===== src/rtl/hbra_pkg.sv =====
// Constants shared by the host bus port: pin widths, register file shape, timing counts, states.
// Assumes a single 50 MHz clock and active-low host pins.
package hbra_pkg;

    localparam int          ADDR_W      = 24;
    localparam int          DATA_W      = 32;
    localparam int          REG_IDX_W   = 3;
    localparam int          REG_NUM     = 8;
    localparam int          NMMS_BIT    = ADDR_W - 1;

    localparam int          CLK_PS      = 20000;
    localparam int          RD_PULSE_PS = 28000;
    localparam int          WR_PULSE_PS = 7750;
    localparam int          CNT_W       = 4;
    localparam logic [CNT_W-1:0] RD_CYC = CNT_W'((RD_PULSE_PS + CLK_PS - 1) / CLK_PS);
    localparam logic [CNT_W-1:0] WR_CYC = CNT_W'((WR_PULSE_PS + CLK_PS - 1) / CLK_PS);
    localparam logic [CNT_W-1:0] CNT_ONE = 4'h1;

    localparam logic [DATA_W-1:0] REG_RESET = 32'h0000_0000;

    typedef enum logic [3:0] {
        GS_OWN     = 4'b0001,
        GS_RELEASE = 4'b0010,
        GS_GRANTED = 4'b0100,
        GS_RECLAIM = 4'b1000
    } hbra_gnt_t;

    typedef enum logic [4:0] {
        AS_IDLE    = 5'b00001,
        AS_RD_HOLD = 5'b00010,
        AS_RD_DONE = 5'b00100,
        AS_WR_HOLD = 5'b01000,
        AS_WR_DONE = 5'b10000
    } hbra_acc_t;

endpackage


===== src/rtl/hbra_host_port.sv =====
// Host bus request/grant arbitration and asynchronous host access to the I/O register file.
// Assumes host pins are asynchronous to clk; core-side signals are on clk.
`timescale 1ns/1ns
module hbra_host_port
    import hbra_pkg::*;
(
    input  wire logic                       clk,
    input  wire logic                       rst_n,
    input  wire logic                       ce,
    input  wire logic                       ready_active_drive,
    input  wire logic                       host_bus_request_n,
    input  wire logic                       chip_sel_n,
    input  wire logic                       rd_n,
    input  wire logic                       wr_n,
    input  wire logic [hbra_pkg::ADDR_W-1:0] host_addr,
    input  wire logic [hbra_pkg::DATA_W-1:0] host_data_in,
    input  wire logic                       core_priority_access_n,
    input  wire logic                       peer_bus_request_in_n,
    input  wire logic                       core_bus_want,
    output logic                            host_bus_grant_n,
    output logic                            host_ready_ack_o,
    output logic                            host_ready_ack_oe,
    output logic [hbra_pkg::DATA_W-1:0]     host_data_out,
    output logic                            host_data_oe,
    output logic                            peer_bus_request_n,
    output logic                            mem_if_release,
    output logic                            iop_wr_pulse,
    output logic [hbra_pkg::REG_IDX_W-1:0]  iop_wr_idx,
    output logic [hbra_pkg::DATA_W-1:0]     iop_wr_data
);
    import hbra_pkg::*;

    localparam int PIN_W = 5;

    logic [PIN_W-1:0]            pins_q;
    logic [ADDR_W+DATA_W-1:0]    bus_q;
    logic                        s_req_n;
    logic                        s_cs_n;
    logic                        s_rd_n;
    logic                        s_wr_n;
    logic                        s_cpa_n;
    logic [ADDR_W-1:0]           s_addr;
    logic [DATA_W-1:0]           s_wdata;

    // Strobes, selects and the address/data buses all pass the same filtered pipeline,
    // so a strobe edge and the bus value seen with it stay aligned.
    hbra_sync3 #(.W(PIN_W), .INIT(5'h1f)) u_sync_pins (
        .clk   (clk),
        .rst_n (rst_n),
        .ce    (ce),
        .d     ({host_bus_request_n, chip_sel_n, rd_n, wr_n, core_priority_access_n}),
        .q     (pins_q)
    );

    hbra_sync3 #(.W(ADDR_W+DATA_W), .INIT('0)) u_sync_bus (
        .clk   (clk),
        .rst_n (rst_n),
        .ce    (ce),
        .d     ({host_addr, host_data_in}),
        .q     (bus_q)
    );

    assign s_req_n = pins_q[4];
    assign s_cs_n  = pins_q[3];
    assign s_rd_n  = pins_q[2];
    assign s_wr_n  = pins_q[1];
    assign s_cpa_n = pins_q[0];
    assign s_addr  = bus_q[ADDR_W+DATA_W-1:DATA_W];
    assign s_wdata = bus_q[DATA_W-1:0];

    // Priority is taken on the synchronised assertion but dropped at once on the raw pin.
    logic cpa_hold;
    assign cpa_hold = !s_cpa_n && !core_priority_access_n;

    // Grant state
    hbra_gnt_t gs_r;
    hbra_gnt_t gs_nxt;
    logic      grant_n_r;
    logic      grant_n_nxt;
    logic      release_r;
    logic      release_nxt;
    logic      peer_req_n_r;
    logic      peer_req_n_nxt;

    always_comb
    begin
        gs_nxt         = gs_r;
        grant_n_nxt    = grant_n_r;
        release_nxt    = release_r;
        peer_req_n_nxt = !(core_bus_want && gs_r == GS_OWN);
        unique case (gs_r)
            GS_OWN:
            begin
                if (!s_req_n && !cpa_hold)
                begin
                    gs_nxt      = GS_RELEASE;
                    release_nxt = 1'b1;
                end
            end
            GS_RELEASE:
            begin
                if (s_req_n)
                begin
                    gs_nxt = GS_RECLAIM;
                end
                else
                begin
                    gs_nxt      = GS_GRANTED;
                    grant_n_nxt = 1'b0;
                end
            end
            GS_GRANTED:
            begin
                if (s_req_n)
                begin
                    gs_nxt      = GS_RECLAIM;
                    grant_n_nxt = 1'b1;
                end
            end
            GS_RECLAIM:
            begin
                gs_nxt      = GS_OWN;
                release_nxt = 1'b0;
            end
            default:
            begin
                gs_nxt      = GS_RECLAIM;
                grant_n_nxt = 1'b1;
            end
        endcase
    end

    always_ff @(posedge clk or negedge rst_n)
    begin
        if (!rst_n)
        begin
            gs_r         <= GS_OWN;
            grant_n_r    <= 1'b1;
            release_r    <= 1'b0;
            peer_req_n_r <= 1'b1;
        end
        else if (ce)
        begin
            gs_r         <= gs_nxt;
            grant_n_r    <= grant_n_nxt;
            release_r    <= release_nxt;
            peer_req_n_r <= peer_req_n_nxt;
        end
    end

    // Access state and register file
    logic                 granted;
    logic                 host_sel;
    logic                 non_mms;
    hbra_acc_t            as_r;
    hbra_acc_t            as_nxt;
    logic [CNT_W-1:0]     cnt_r;
    logic [CNT_W-1:0]     cnt_nxt;
    logic [DATA_W-1:0]    rdata_r;
    logic [DATA_W-1:0]    rdata_nxt;
    logic                 doe_r;
    logic                 doe_nxt;
    logic [ADDR_W-1:0]    waddr_r;
    logic [ADDR_W-1:0]    waddr_nxt;
    logic [DATA_W-1:0]    wdata_r;
    logic [DATA_W-1:0]    wdata_nxt;
    logic                 wpulse_r;
    logic                 wpulse_nxt;
    logic [DATA_W-1:0]    regs_r   [REG_NUM];
    logic [DATA_W-1:0]    regs_nxt [REG_NUM];

    assign granted  = !grant_n_r;
    assign host_sel = granted && !s_cs_n && !s_req_n;
    // Accesses inside multiprocessor space are not for this register file.
    assign non_mms  = s_addr[NMMS_BIT];

    always_comb
    begin
        as_nxt     = as_r;
        cnt_nxt    = cnt_r;
        rdata_nxt  = rdata_r;
        doe_nxt    = doe_r;
        waddr_nxt  = waddr_r;
        wdata_nxt  = wdata_r;
        wpulse_nxt = 1'b0;
        regs_nxt   = regs_r;
        if (!host_sel)
        begin
            as_nxt  = AS_IDLE;
            doe_nxt = 1'b0;
        end
        else
        begin
            unique case (as_r)
                AS_IDLE:
                begin
                    if (!s_rd_n)
                    begin
                        as_nxt    = AS_RD_HOLD;
                        cnt_nxt   = RD_CYC;
                        // Data driven from the start of the ready-low window.
                        rdata_nxt = non_mms ? regs_r[s_addr[REG_IDX_W-1:0]] : REG_RESET;
                        doe_nxt   = 1'b1;
                    end
                    else if (!s_wr_n)
                    begin
                        as_nxt    = AS_WR_HOLD;
                        cnt_nxt   = WR_CYC;
                        waddr_nxt = s_addr;
                        wdata_nxt = s_wdata;
                    end
                end
                AS_RD_HOLD:
                begin
                    if (cnt_r <= CNT_ONE)
                    begin
                        as_nxt = AS_RD_DONE;
                    end
                    cnt_nxt = cnt_r - CNT_ONE;
                end
                AS_RD_DONE:
                begin
                    if (s_rd_n)
                    begin
                        as_nxt  = AS_IDLE;
                        doe_nxt = 1'b0;
                    end
                end
                AS_WR_HOLD, AS_WR_DONE:
                begin
                    if (as_r == AS_WR_HOLD)
                    begin
                        if (cnt_r <= CNT_ONE)
                        begin
                            as_nxt = AS_WR_DONE;
                        end
                        cnt_nxt = cnt_r - CNT_ONE;
                    end
                    if (!s_wr_n)
                    begin
                        // Closely spaced writes are paced by ready; the last bus value wins
                        waddr_nxt = s_addr;
                        wdata_nxt = s_wdata;
                    end
                    else if (as_r == AS_WR_DONE)
                    begin
                        // Rising strobe: commit the last captured address and data.
                        as_nxt = AS_IDLE;
                        if (waddr_r[NMMS_BIT])
                        begin
                            regs_nxt[waddr_r[REG_IDX_W-1:0]] = wdata_r;
                            wpulse_nxt = 1'b1;
                        end
                    end
                end
                default:
                begin
                    as_nxt  = AS_IDLE;
                    doe_nxt = 1'b0;
                end
            endcase
        end
    end

    always_ff @(posedge clk or negedge rst_n)
    begin
        if (!rst_n)
        begin
            as_r     <= AS_IDLE;
            cnt_r    <= '0;
            rdata_r  <= REG_RESET;
            doe_r    <= 1'b0;
            waddr_r  <= '0;
            wdata_r  <= REG_RESET;
            wpulse_r <= 1'b0;
            for (int i = 0; i < REG_NUM; i++)
            begin
                regs_r[i] <= REG_RESET;
            end
        end
        else if (ce)
        begin
            as_r     <= as_nxt;
            cnt_r    <= cnt_nxt;
            rdata_r  <= rdata_nxt;
            doe_r    <= doe_nxt;
            waddr_r  <= waddr_nxt;
            wdata_r  <= wdata_nxt;
            wpulse_r <= wpulse_nxt;
            regs_r   <= regs_nxt;
        end
    end

    // Ready pin
    logic sel_both;
    logic pull_low;
    assign sel_both = !s_cs_n && !s_req_n;
    assign pull_low = (sel_both && !granted) || as_r == AS_RD_HOLD || as_r == AS_WR_HOLD;

    always_comb
    begin
        if (ready_active_drive)
        begin
            host_ready_ack_oe = sel_both;
            host_ready_ack_o  = !pull_low;
        end
        else
        begin
            host_ready_ack_oe = pull_low;
            host_ready_ack_o  = 1'b0;
        end
    end

    assign host_bus_grant_n   = grant_n_r;
    assign mem_if_release     = release_r;
    assign peer_bus_request_n = peer_req_n_r;
    assign host_data_out      = rdata_r;
    assign host_data_oe       = doe_r;
    assign iop_wr_pulse       = wpulse_r;
    assign iop_wr_idx         = waddr_r[REG_IDX_W-1:0];
    assign iop_wr_data        = wdata_r;

    // Checks
    property p_grant_needs_release;
        @(posedge clk) disable iff (!rst_n)
        !host_bus_grant_n |-> mem_if_release;
    endproperty
    a_grant_needs_release: assert property (p_grant_needs_release)
        else $error("grant low while memory interface driven");

    property p_grant_after_req;
        @(posedge clk) disable iff (!rst_n)
        (ce && gs_r == GS_OWN && !s_req_n && !cpa_hold) |=> ##1 (ce ? !host_bus_grant_n : 1'b1);
    endproperty
    a_grant_after_req: assert property (p_grant_after_req)
        else $error("grant not returned two cycles after sampled request");

    property p_cpa_blocks;
        @(posedge clk) disable iff (!rst_n)
        (ce && gs_r == GS_OWN && cpa_hold) |=> gs_r == GS_OWN;
    endproperty
    a_cpa_blocks: assert property (p_cpa_blocks)
        else $error("grant path taken while priority held");

    property p_od_never_high;
        @(posedge clk) disable iff (!rst_n)
        (!ready_active_drive && host_ready_ack_oe) |-> !host_ready_ack_o;
    endproperty
    a_od_never_high: assert property (p_od_never_high)
        else $error("open-drain ready driven high");

    property p_ready_low_before_grant;
        @(posedge clk) disable iff (!rst_n)
        (sel_both && host_bus_grant_n) |-> host_ready_ack_oe && !host_ready_ack_o;
    endproperty
    a_ready_low_before_grant: assert property (p_ready_low_before_grant)
        else $error("ready not pulled low while awaiting grant");

    property p_ad_release;
        @(posedge clk) disable iff (!rst_n)
        (ready_active_drive && !sel_both) |-> !host_ready_ack_oe;
    endproperty
    a_ad_release: assert property (p_ad_release)
        else $error("active ready still driven after deselect");

    property p_read_data_before_release;
        @(posedge clk) disable iff (!rst_n)
        (ce && as_r == AS_RD_HOLD) |-> host_data_oe ##1 $stable(host_data_out);
    endproperty
    a_read_data_before_release: assert property (p_read_data_before_release)
        else $error("read data not driven while ready low");

    property p_data_off_after_rd;
        @(posedge clk) disable iff (!rst_n)
        (ce && as_r == AS_RD_DONE && s_rd_n) |=> !host_data_oe;
    endproperty
    a_data_off_after_rd: assert property (p_data_off_after_rd)
        else $error("data bus still driven after read strobe rose");

    property p_wr_pulse_min;
        @(posedge clk) disable iff (!rst_n)
        (ce && as_r == AS_IDLE && host_sel && s_rd_n && !s_wr_n) |=> as_r == AS_WR_HOLD;
    endproperty
    a_wr_pulse_min: assert property (p_wr_pulse_min)
        else $error("write did not hold ready low");

    property p_commit_on_rise;
        @(posedge clk) disable iff (!rst_n)
        iop_wr_pulse |-> regs_r[iop_wr_idx] == iop_wr_data && $past(as_r) == AS_WR_DONE;
    endproperty
    a_commit_on_rise: assert property (p_commit_on_rise)
        else $error("register write not committed from captured data");
endmodule


===== src/rtl/hbra_sync3.sv =====
// Three-stage input synchroniser with agreement filter for pins from outside the clock domain.
// The output follows a change only once the second and third stages agree.
`timescale 1ns/1ns
module hbra_sync3 #(
    parameter int           W    = 1,
    parameter logic [W-1:0] INIT = '0
) (
    input  wire logic         clk,
    input  wire logic         rst_n,
    input  wire logic         ce,
    input  wire logic [W-1:0] d,
    output logic      [W-1:0] q
);
    logic [W-1:0] s1_r;
    logic [W-1:0] s2_r;
    logic [W-1:0] s3_r;
    logic [W-1:0] q_r;
    logic [W-1:0] q_nxt;

    always_comb
    begin
        for (int i = 0; i < W; i++)
        begin
            q_nxt[i] = (s2_r[i] == s3_r[i]) ? s3_r[i] : q_r[i];
        end
    end

    always_ff @(posedge clk or negedge rst_n)
    begin
        if (!rst_n)
        begin
            s1_r <= INIT;
            s2_r <= INIT;
            s3_r <= INIT;
            q_r  <= INIT;
        end
        else if (ce)
        begin
            s1_r <= d;
            s2_r <= s1_r;
            s3_r <= s2_r;
            q_r  <= q_nxt;
        end
    end

    assign q = q_r;
endmodule


===== config.mk =====
export PLATFORM = sky130hd
export DESIGN_NAME = hbra_host_port
export DESIGN_NICKNAME = d
export VERILOG_FILES = /design/src/rtl/hbra_pkg.sv /design/src/rtl/hbra_host_port.sv /design/src/rtl/hbra_sync3.sv
export SDC_FILE = /design/constraint.sdc
export NUM_CORES = 1
export LEC_CHECK = 0
export BUFFER_PORTS_ARGS = -buffer_cell sky130_fd_sc_hd__buf_2
export CAP_MARGIN = 10
export CORE_MARGIN = 1.5
export CORE_UTILIZATION = 35
export DETAILED_ROUTE_END_ITERATION = 7
export PLACE_DENSITY_LB_ADDON = 0.05
export RECOVER_POWER = 100
export SYNTH_ARGS = -nofsm -noshare
export SYNTH_HDL_FRONTEND = slang
export SYNTH_SLANG_ARGS = --single-unit

===== constraint.sdc =====
create_clock -name clk -period 2.9 [get_ports clk]
set_input_delay 0.29 -clock clk [delete_from_list [all_inputs] [get_ports clk]]
set_output_delay 0.29 -clock clk [all_outputs]
set_load 0.05 [all_outputs]

### Word level (Yosys, flattened, before mapping)

Cells that the tools add are included.

| storage, ports and cells | value |
|---|---|
| input bits | 67 |
| bits in read-only memories | 0 |
| latch bits | 0 |
| memory bits (writable) | 0 |
| register bits after elaboration | 606 |
| memories kept | 0 |
| logic and storage cells | 317 |

| operators by class | value |
|---|---|
| reductions and logical operators | 94 |
| muxes and demuxes | 47 |
| add/subtract/negate cells | 1 |
| magnitude comparators | 4 |
| shifts and indexed selects | 0 |
| equal/unequal tests | 81 |
| div/mod/pow operators | 0 |
| multipliers | 0 |
| bitwise logic cells | 4 |

Operator list:

| kind | number |
|---|---|
| $bwmux W256 | 1 |
| $mux W32 | 6 |
| $reduce_and A2 Y1 | 61 |
| $bmux W32 S3 | 1 |
| $demux W32 S3 | 1 |
| $pmux W32 S2 | 1 |
| $eq A1 B1 Y1 | 61 |
| $mux W24 | 2 |
| $pmux W24 S2 | 1 |
| $mux W5 | 9 |
| $mux W4 | 6 |
| $pmux W5 S4 | 1 |
| $reduce_and A4 Y1 | 5 |
| $pmux W4 S4 | 1 |
| $mux W1 | 13 |
| $pmux W4 S3 | 1 |
| $ne A3 B3 Y1 const B | 3 |
| $ge A4 B4 Y1 const B | 2 |
| $logic_and A1 B1 Y1 | 8 |
| $logic_not A1 Y1 | 8 |
| $not A3 Y4 | 2 |
| $ne A2 B1 Y1 const B | 3 |
| $ne A2 B2 Y1 const B | 3 |
| $pmux W1 S3 | 2 |
| 24 further kinds | 29 |

### Longest topological paths before layout

| depth | value |
|---|---|
| word-level depth | 7 |
| gate-level depth with buffers | 6 |
| depth with buffers taken out | 6 |

### By module

Synthesis repeated with hierarchy kept, for this count alone.

| unflattened totals | value |
|---|---|
| cell total of the unflattened synthesis | 1,675 |
| area, all modules | 25,762.2 um^2 |

Modules (own cells, without submodules):

| module | sequential area each (um^2) | instances | cells an instance | area each (um^2) |
|---|---|---|---|---|
| hbra_host_port | 8,563.2 | 1 | 1,023 | 15,954.1 |
| hbra_sync3 at u_sync_bus | 5,605.4 | 1 | 595 | 8,966.1 |
| hbra_sync3 at u_sync_pins | 525.5 | 1 | 57 | 842.1 |

### Worst setup path after synthesis

Ideal clock, no wire load.

| timing | value |
|---|---|
| path kind | register -> output |
| start | register as_r[0] |
| end | output port host_ready_ack_oe |
| data arrival time | 2.298 ns |
| cell stages (with the launch flop) | 5 |
| setup slack | 0.312 ns |
| path buffers | 1 |
| cells stage by stage | dfstp_2 > clkbuf_1 > or2_2 > or3_1 > o21ai_0 |

| on the way | value |
|---|---|
| cells in the longest elaborated chain, start to end | 4 |
| elaborated cells between the ends (all ways) | 5 |
| those cells by class | eq/ne (2); mux (1); reduce/logical (2) |

Ends and longest elaborated chain:

| element | RTL line | RTL |
|---|---|---|
| start, declared | hbra_host_port.sv:155 | `hbra_acc_t as_r;` |
| start signal, assigned | hbra_host_port.sv:283 | `as_r <= as_nxt;` |
| $eq A5 B2 Y1 | hbra_host_port.sv:298 | `assign pull_low = (sel_both && !granted) \|\| as_r == AS_RD_HOLD \|\| as_r == AS_WR_HOLD;` |
| $logic_or A1 B1 Y1 | hbra_host_port.sv:298 |  |
| $logic_or A1 B1 Y1 (*) | hbra_host_port.sv:298 |  |
| $mux W1 (*) | hbra_host_port.sv:302 | `if (ready_active_drive)` |
| end, declared | hbra_host_port.sv:22 | `output logic host_ready_ack_oe,` |

Every way passes the cells marked *; elsewhere a longest branch is shown, timed or not.

### Worst setup path in the final report

| timing | value |
|---|---|
| start | register u_sync_pins.q_r[4], in the netlist u_sync_pins.q[4] |
| end | register wdata_r[13], in the netlist iop_wr_data[13] |

| on the way | value |
|---|---|
| cells in the longest elaborated chain, start to end | 3 |

Ends and longest elaborated chain:

| element | RTL line | RTL |
|---|---|---|
| start, declared | hbra_sync3.sv:17 | `logic [W-1:0] q_r;` |
| start signal, assigned | hbra_sync3.sv:42 | `q_r <= q_nxt;` |
| $logic_not A1 Y1 | hbra_host_port.sv:173 | `assign host_sel = granted && !s_cs_n && !s_req_n;` |
| $logic_and A1 B1 Y1 | hbra_host_port.sv:173 |  |
| $reduce_and A4 Y1 (no source line) | - |  |
| end signal, assigned | hbra_host_port.sv:288 | `wdata_r <= wdata_nxt;` |
| end, declared | hbra_host_port.sv:165 | `logic [DATA_W-1:0] wdata_r;` |

Every way passes these cells.
A chain may end at the register's enable or synchronous reset.

==> reports/results.tsv <==
stage	metric	value	unit
yosys	YS warnings	0	
route	Avg Vias per Cell	5.07	
placement	number of buffers added on ports	119	
route	antenna violation net count after detailed routing	0	
sta	total setup violations reported at the end of the flow	0	
global_routing	first-pass GRT wire length	81900	um
sta	highest attainable clock frequency	374	MHz
placement	routability-driven placement congestion ratio	0.731	
yosys	share of flip-flops with an asynchronous set or reset after synthesis	100	%
worst_setup_path	cell chain of the critical path	or4b_1, or4_4, a211oi_1, buf_12, mux2_2	
power	PwrDens	766	mW/mm^2
yosys	register area share after synthesis	59.0	%
placement	Placement Setup Slack	0.361	ns
clock_network	CTS Root Buffer Type	clkbuf_16	
floorplanning	starting density of the core	35.5	%
global_routing	antenna violations before repair	5	
flow_run	max-capacitance violation count	1	
route	starting DRC count in detailed routing	655	
finish	final-stage net count	1772	
sta	transition time at the pin with the least slew margin	1.97	ns
worst_setup_path	endpoint kind of the worst setup timing path	flop	
sta	Sum Neg Setup Slack	0	ns
yosys	area of the mapped netlist	0.0215	sq mm
finish	area taken by multi-input logic gates	0.00823	sq mm
placement	post-DP HPWL	31000	um
yosys	largest family of logic cells by synthesized area	multiplexers	
power	portion of total power attributed to combinational logic	16.8	%
finish	area growth from synthesis to final layout	18.7	%
sta	period utilisation layout	92.2	%
worst_setup_path	maximum fanout along the worst path	36	
yosys	fraction of the mapped netlist area in simple logic gates	3.67	%
floorplanning	Die Span Y	251	um
route	total wirelength of the detailed-routed design	51100	um
placement	Cells after DPL	2381	
floorplanning	Core Area	0.0606	sq mm
finish	most common cell after layout, fill and taps aside	dfrtp_1	
route	final routed DRC violation total	0	
finish	number of fill cells	5688	
worst_setup_path	critical path's top delay family	simple AND/OR/NAND/NOR gates	
worst_setup_path	Worst Path Required	3.38	ns
finish	share of final-layout standard cells stronger than drive strength 1	36.8	%
global_routing	total congestion overflow	0	
finish	Finished Layout Cells	2533	
power	power share of the clock group	38.0	%
sta	Layout Skew	0.0176	ns
yosys	EDFF count, synth	0	
power	sequential fraction of design power	45.2	%
clock_network	htree depth	2	
route	total iterations of the first detailed-routing run	4	
worst_setup_path	Setup CP Type	flop to flop	
floorplanning	Die W	251	um
power	largest vdd supply drop	0.000428	V
clock_network	number of gates resized after cts	0	
worst_setup_path	Max stage delay cell, worst path	or4b_1	
run_status	violations in the final reports	max-capacitance violations, max-slew violations	
finish	top library cells by usage in the layout, fill and taps aside	dfrtp_1, mux2_2, o21ai_0	
sta	final critical-path setup slack	0.227	ns
worst_setup_path	FF-to-FF Start	u_sync_pins.q[4]$_DFFE_PN1P_	
worst_setup_path	worst reg-to-reg path cell count	5	
yosys	adder and majority cell fraction of the synthesized area	0.116	%
clock_network	clock latency on the worst-skew pair	0.61	ns
power	net switching share of the total power	30.4	%
yosys	most used flip-flop cell after synthesis	dfrtp_1	
min_path	startpoint of the lowest-slack hold path	core_bus_want	
clock_network	TritonCTS Buffers	58	
worst_setup_path	buffer and inverter count on the worst path	1	
sta	Max Slew Vio Count	61	
clock_network	Sinks on Clock Net	506	
run_status	status	complete, but fails checks	
global_routing	largest net degree at the start of global routing	139	
sta	Final Hold Vio Count	0	
power	internal power	13.6	mW
floorplanning	I/O pin count	141	
yosys	compound-cell area share of the yosys netlist	6.12	%
yosys	share of the synthesized netlist area taken by xor and xnor gates	0.163	%
finish	area taken by flip-flops and latches	0.0127	sq mm
clock_network	CTS clk-pin slew, worst paths	0.06	ns
yosys	library cells used by synthesis	66	
yosys	syn nets	1589	
clock_network	Clock Path Buffers	3	
power	Design Power	19.5	mW
route	routed len/inst	20.2	um
clock_network	clock tree from TritonCTS	done	
yosys	number of synthesized register bits	506	
worst_setup_path	R2R Setup Slk	0.23	ns
global_routing	combined global-route utilization of all metal layers	16.8	%
sta	unrepaired setup endpoints after global routing	no	
min_path	HP Class	input pin to flop	
power	leak pwr	11.7	nW
yosys	number of instances in the synthesized netlist	1520	
min_path	hold path endpoint	peer_bus_request_n$_DFFE_PN1P_	
floorplanning	floorplan die area	0.0629	sq mm
sta	shortest clock period the worst path allows after layout	2.67	ns
worst_setup_path	largest stage delay on the critical path	0.59	ns
worst_setup_path	data arrival time of the critical path	3.15	ns
min_path	Worst Hold Depth	3	
floorplanning	std cell rows	90	
sta	Slew HR	-31.1	%
route	via count	12843	
yosys	mean instance size in the synthesized netlist	14.1	sq um
finish	Core Util, Final	42.1	%
global_routing	vias in the first global route	13507	
power	NetSw	5.93	mW
worst_setup_path	Startpoint Class	flop	
worst_setup_path	endpoint of the most critical register-to-register path	iop_wr_data[13]$_DFFE_PN0P_	
yosys	mux contribution to synthesized area	28.1	%
[state kept, by name, summed over array words and instances (netlist names)]
register,cells
u_sync_bus.s3_r,36
u_sync_bus.q,36
host_bus_grant_n,1
mem_if_release,1
u_sync_pins.q,5
u_sync_pins.s2_r,5
waddr_r,4
u_sync_pins.s1_r,5
as_r,5
host_data_oe,1
u_sync_bus.s2_r,36
cnt_r,4
u_sync_pins.s3_r,5
peer_bus_request_n,1
iop_wr_pulse,1
u_sync_bus.s1_r,36
host_data_out,32
gs_r,4
iop_wr_data,32
regs_r,256
[cells in the mapped netlist, types with 9 or more instances]
library cell  count  area, sq um
mux4_2           64         1440
dfrtp_1         482        12100
mux2i_1          36          360
dfstp_2          24          631
inv_1            47          176
nor2_1           15         56.3
buf_1             9         33.8
buf_2            27          135
clkbuf_1         51          191
o21ai_0         161          806
mux2_2          358         4030
a21oi_1          43          215
mux2_1           19          214
nand2_1          85          319
[through the flow]
| stage | area (sq um) | hold WS, ns |
|---|---|---|
| detailed placement | 23400 | 0.327 |
| global route | 25500 | 0.416 |
| finish | 25500 | 0.418 |
| floorplan | 21500 | -0.00559 |
| global placement | 23400 | 0.314 |
| CTS | 25700 | 0.261 |
[worst reg2reg max path: cells and delay by family, from the launching register on]
family / cells / cell delay (ns)
AOI/OAI and AO/OA: 1 / 0.37
buffers and inverters: 1 / 0.32
DFF: 1 / 0.43
muxes: 1 / 0.41
and+or+nand+nor: 2 / 1.02
[layout make-up]
| class | instances | share of cell area, % |
|---|---|---|
| sequential | 506 | 49.8 |
| multi-input combinational | 874 | 32.3 |
| clock buffer | 91 | 6.85 |
| timing repair buffer | 216 | 5.76 |
| tap | 782 | 3.84 |
| clock inverter | 14 | 0.780 |
| inverter | 47 | 0.692 |
| antenna | 3 | 0.0294 |
[cell families after synthesis]
logic type	Yosys count
buf+inv	140
fa+ha+maj	2
compound gates	237
mux	477
xor+xnor	4
simple gates	154
flops	506
[worst max path at each step]
| stage | cells past startpoint | end | start |
|---|---|---|---|
| floorplan | 4 | host_ready_ack_oe | as_r[0]$_DFFE_PN1P_ |
| global placement | 5 | iop_wr_data[20]$_DFFE_PN0P_ | u_sync_pins.q[4]$_DFFE_PN1P_ |
| detailed placement | 5 | iop_wr_data[22]$_DFFE_PN0P_ | u_sync_pins.q[4]$_DFFE_PN1P_ |
| CTS | 5 | host_ready_ack_oe | as_r[0]$_DFFE_PN1P_ |
| global route | 3 | u_sync_bus.q[32]$_DFFE_PN0P_ | rst_n |
| finish | 5 | iop_wr_data[13]$_DFFE_PN0P_ | u_sync_pins.q[4]$_DFFE_PN1P_ |
[routing by layer]
layer  global-route usage, %  vias up  routed length [um]
met4                    4.57        4                1000
met2                    26.2      177               23300
met1                    24.3     6701               25000
met5                       0        -                  20
met3                    2.61       73                1680
li1                        -     5888                   -
[power by group through the flow]
stage	Combinational, mW	Clock, mW	Sequential [mW]
final	3.28	7.43	8.82
after floorplan	1.93	0	8.99
after CTS	3.43	7.73	8.83
after global placement	3.33	0	8.93
after detailed placement	3.38	0	8.96
after global routing	3.60	8.00	8.99
[timing repair]
| action | in CTS | in global routing |
|---|---|---|
| hold buffers | 44 | 0 |
| setup buffers | 0 | 0 |
| endpoints found under the hold margin | 98 | 0 |
Note: power is estimated with default switching activity, not from simulation.
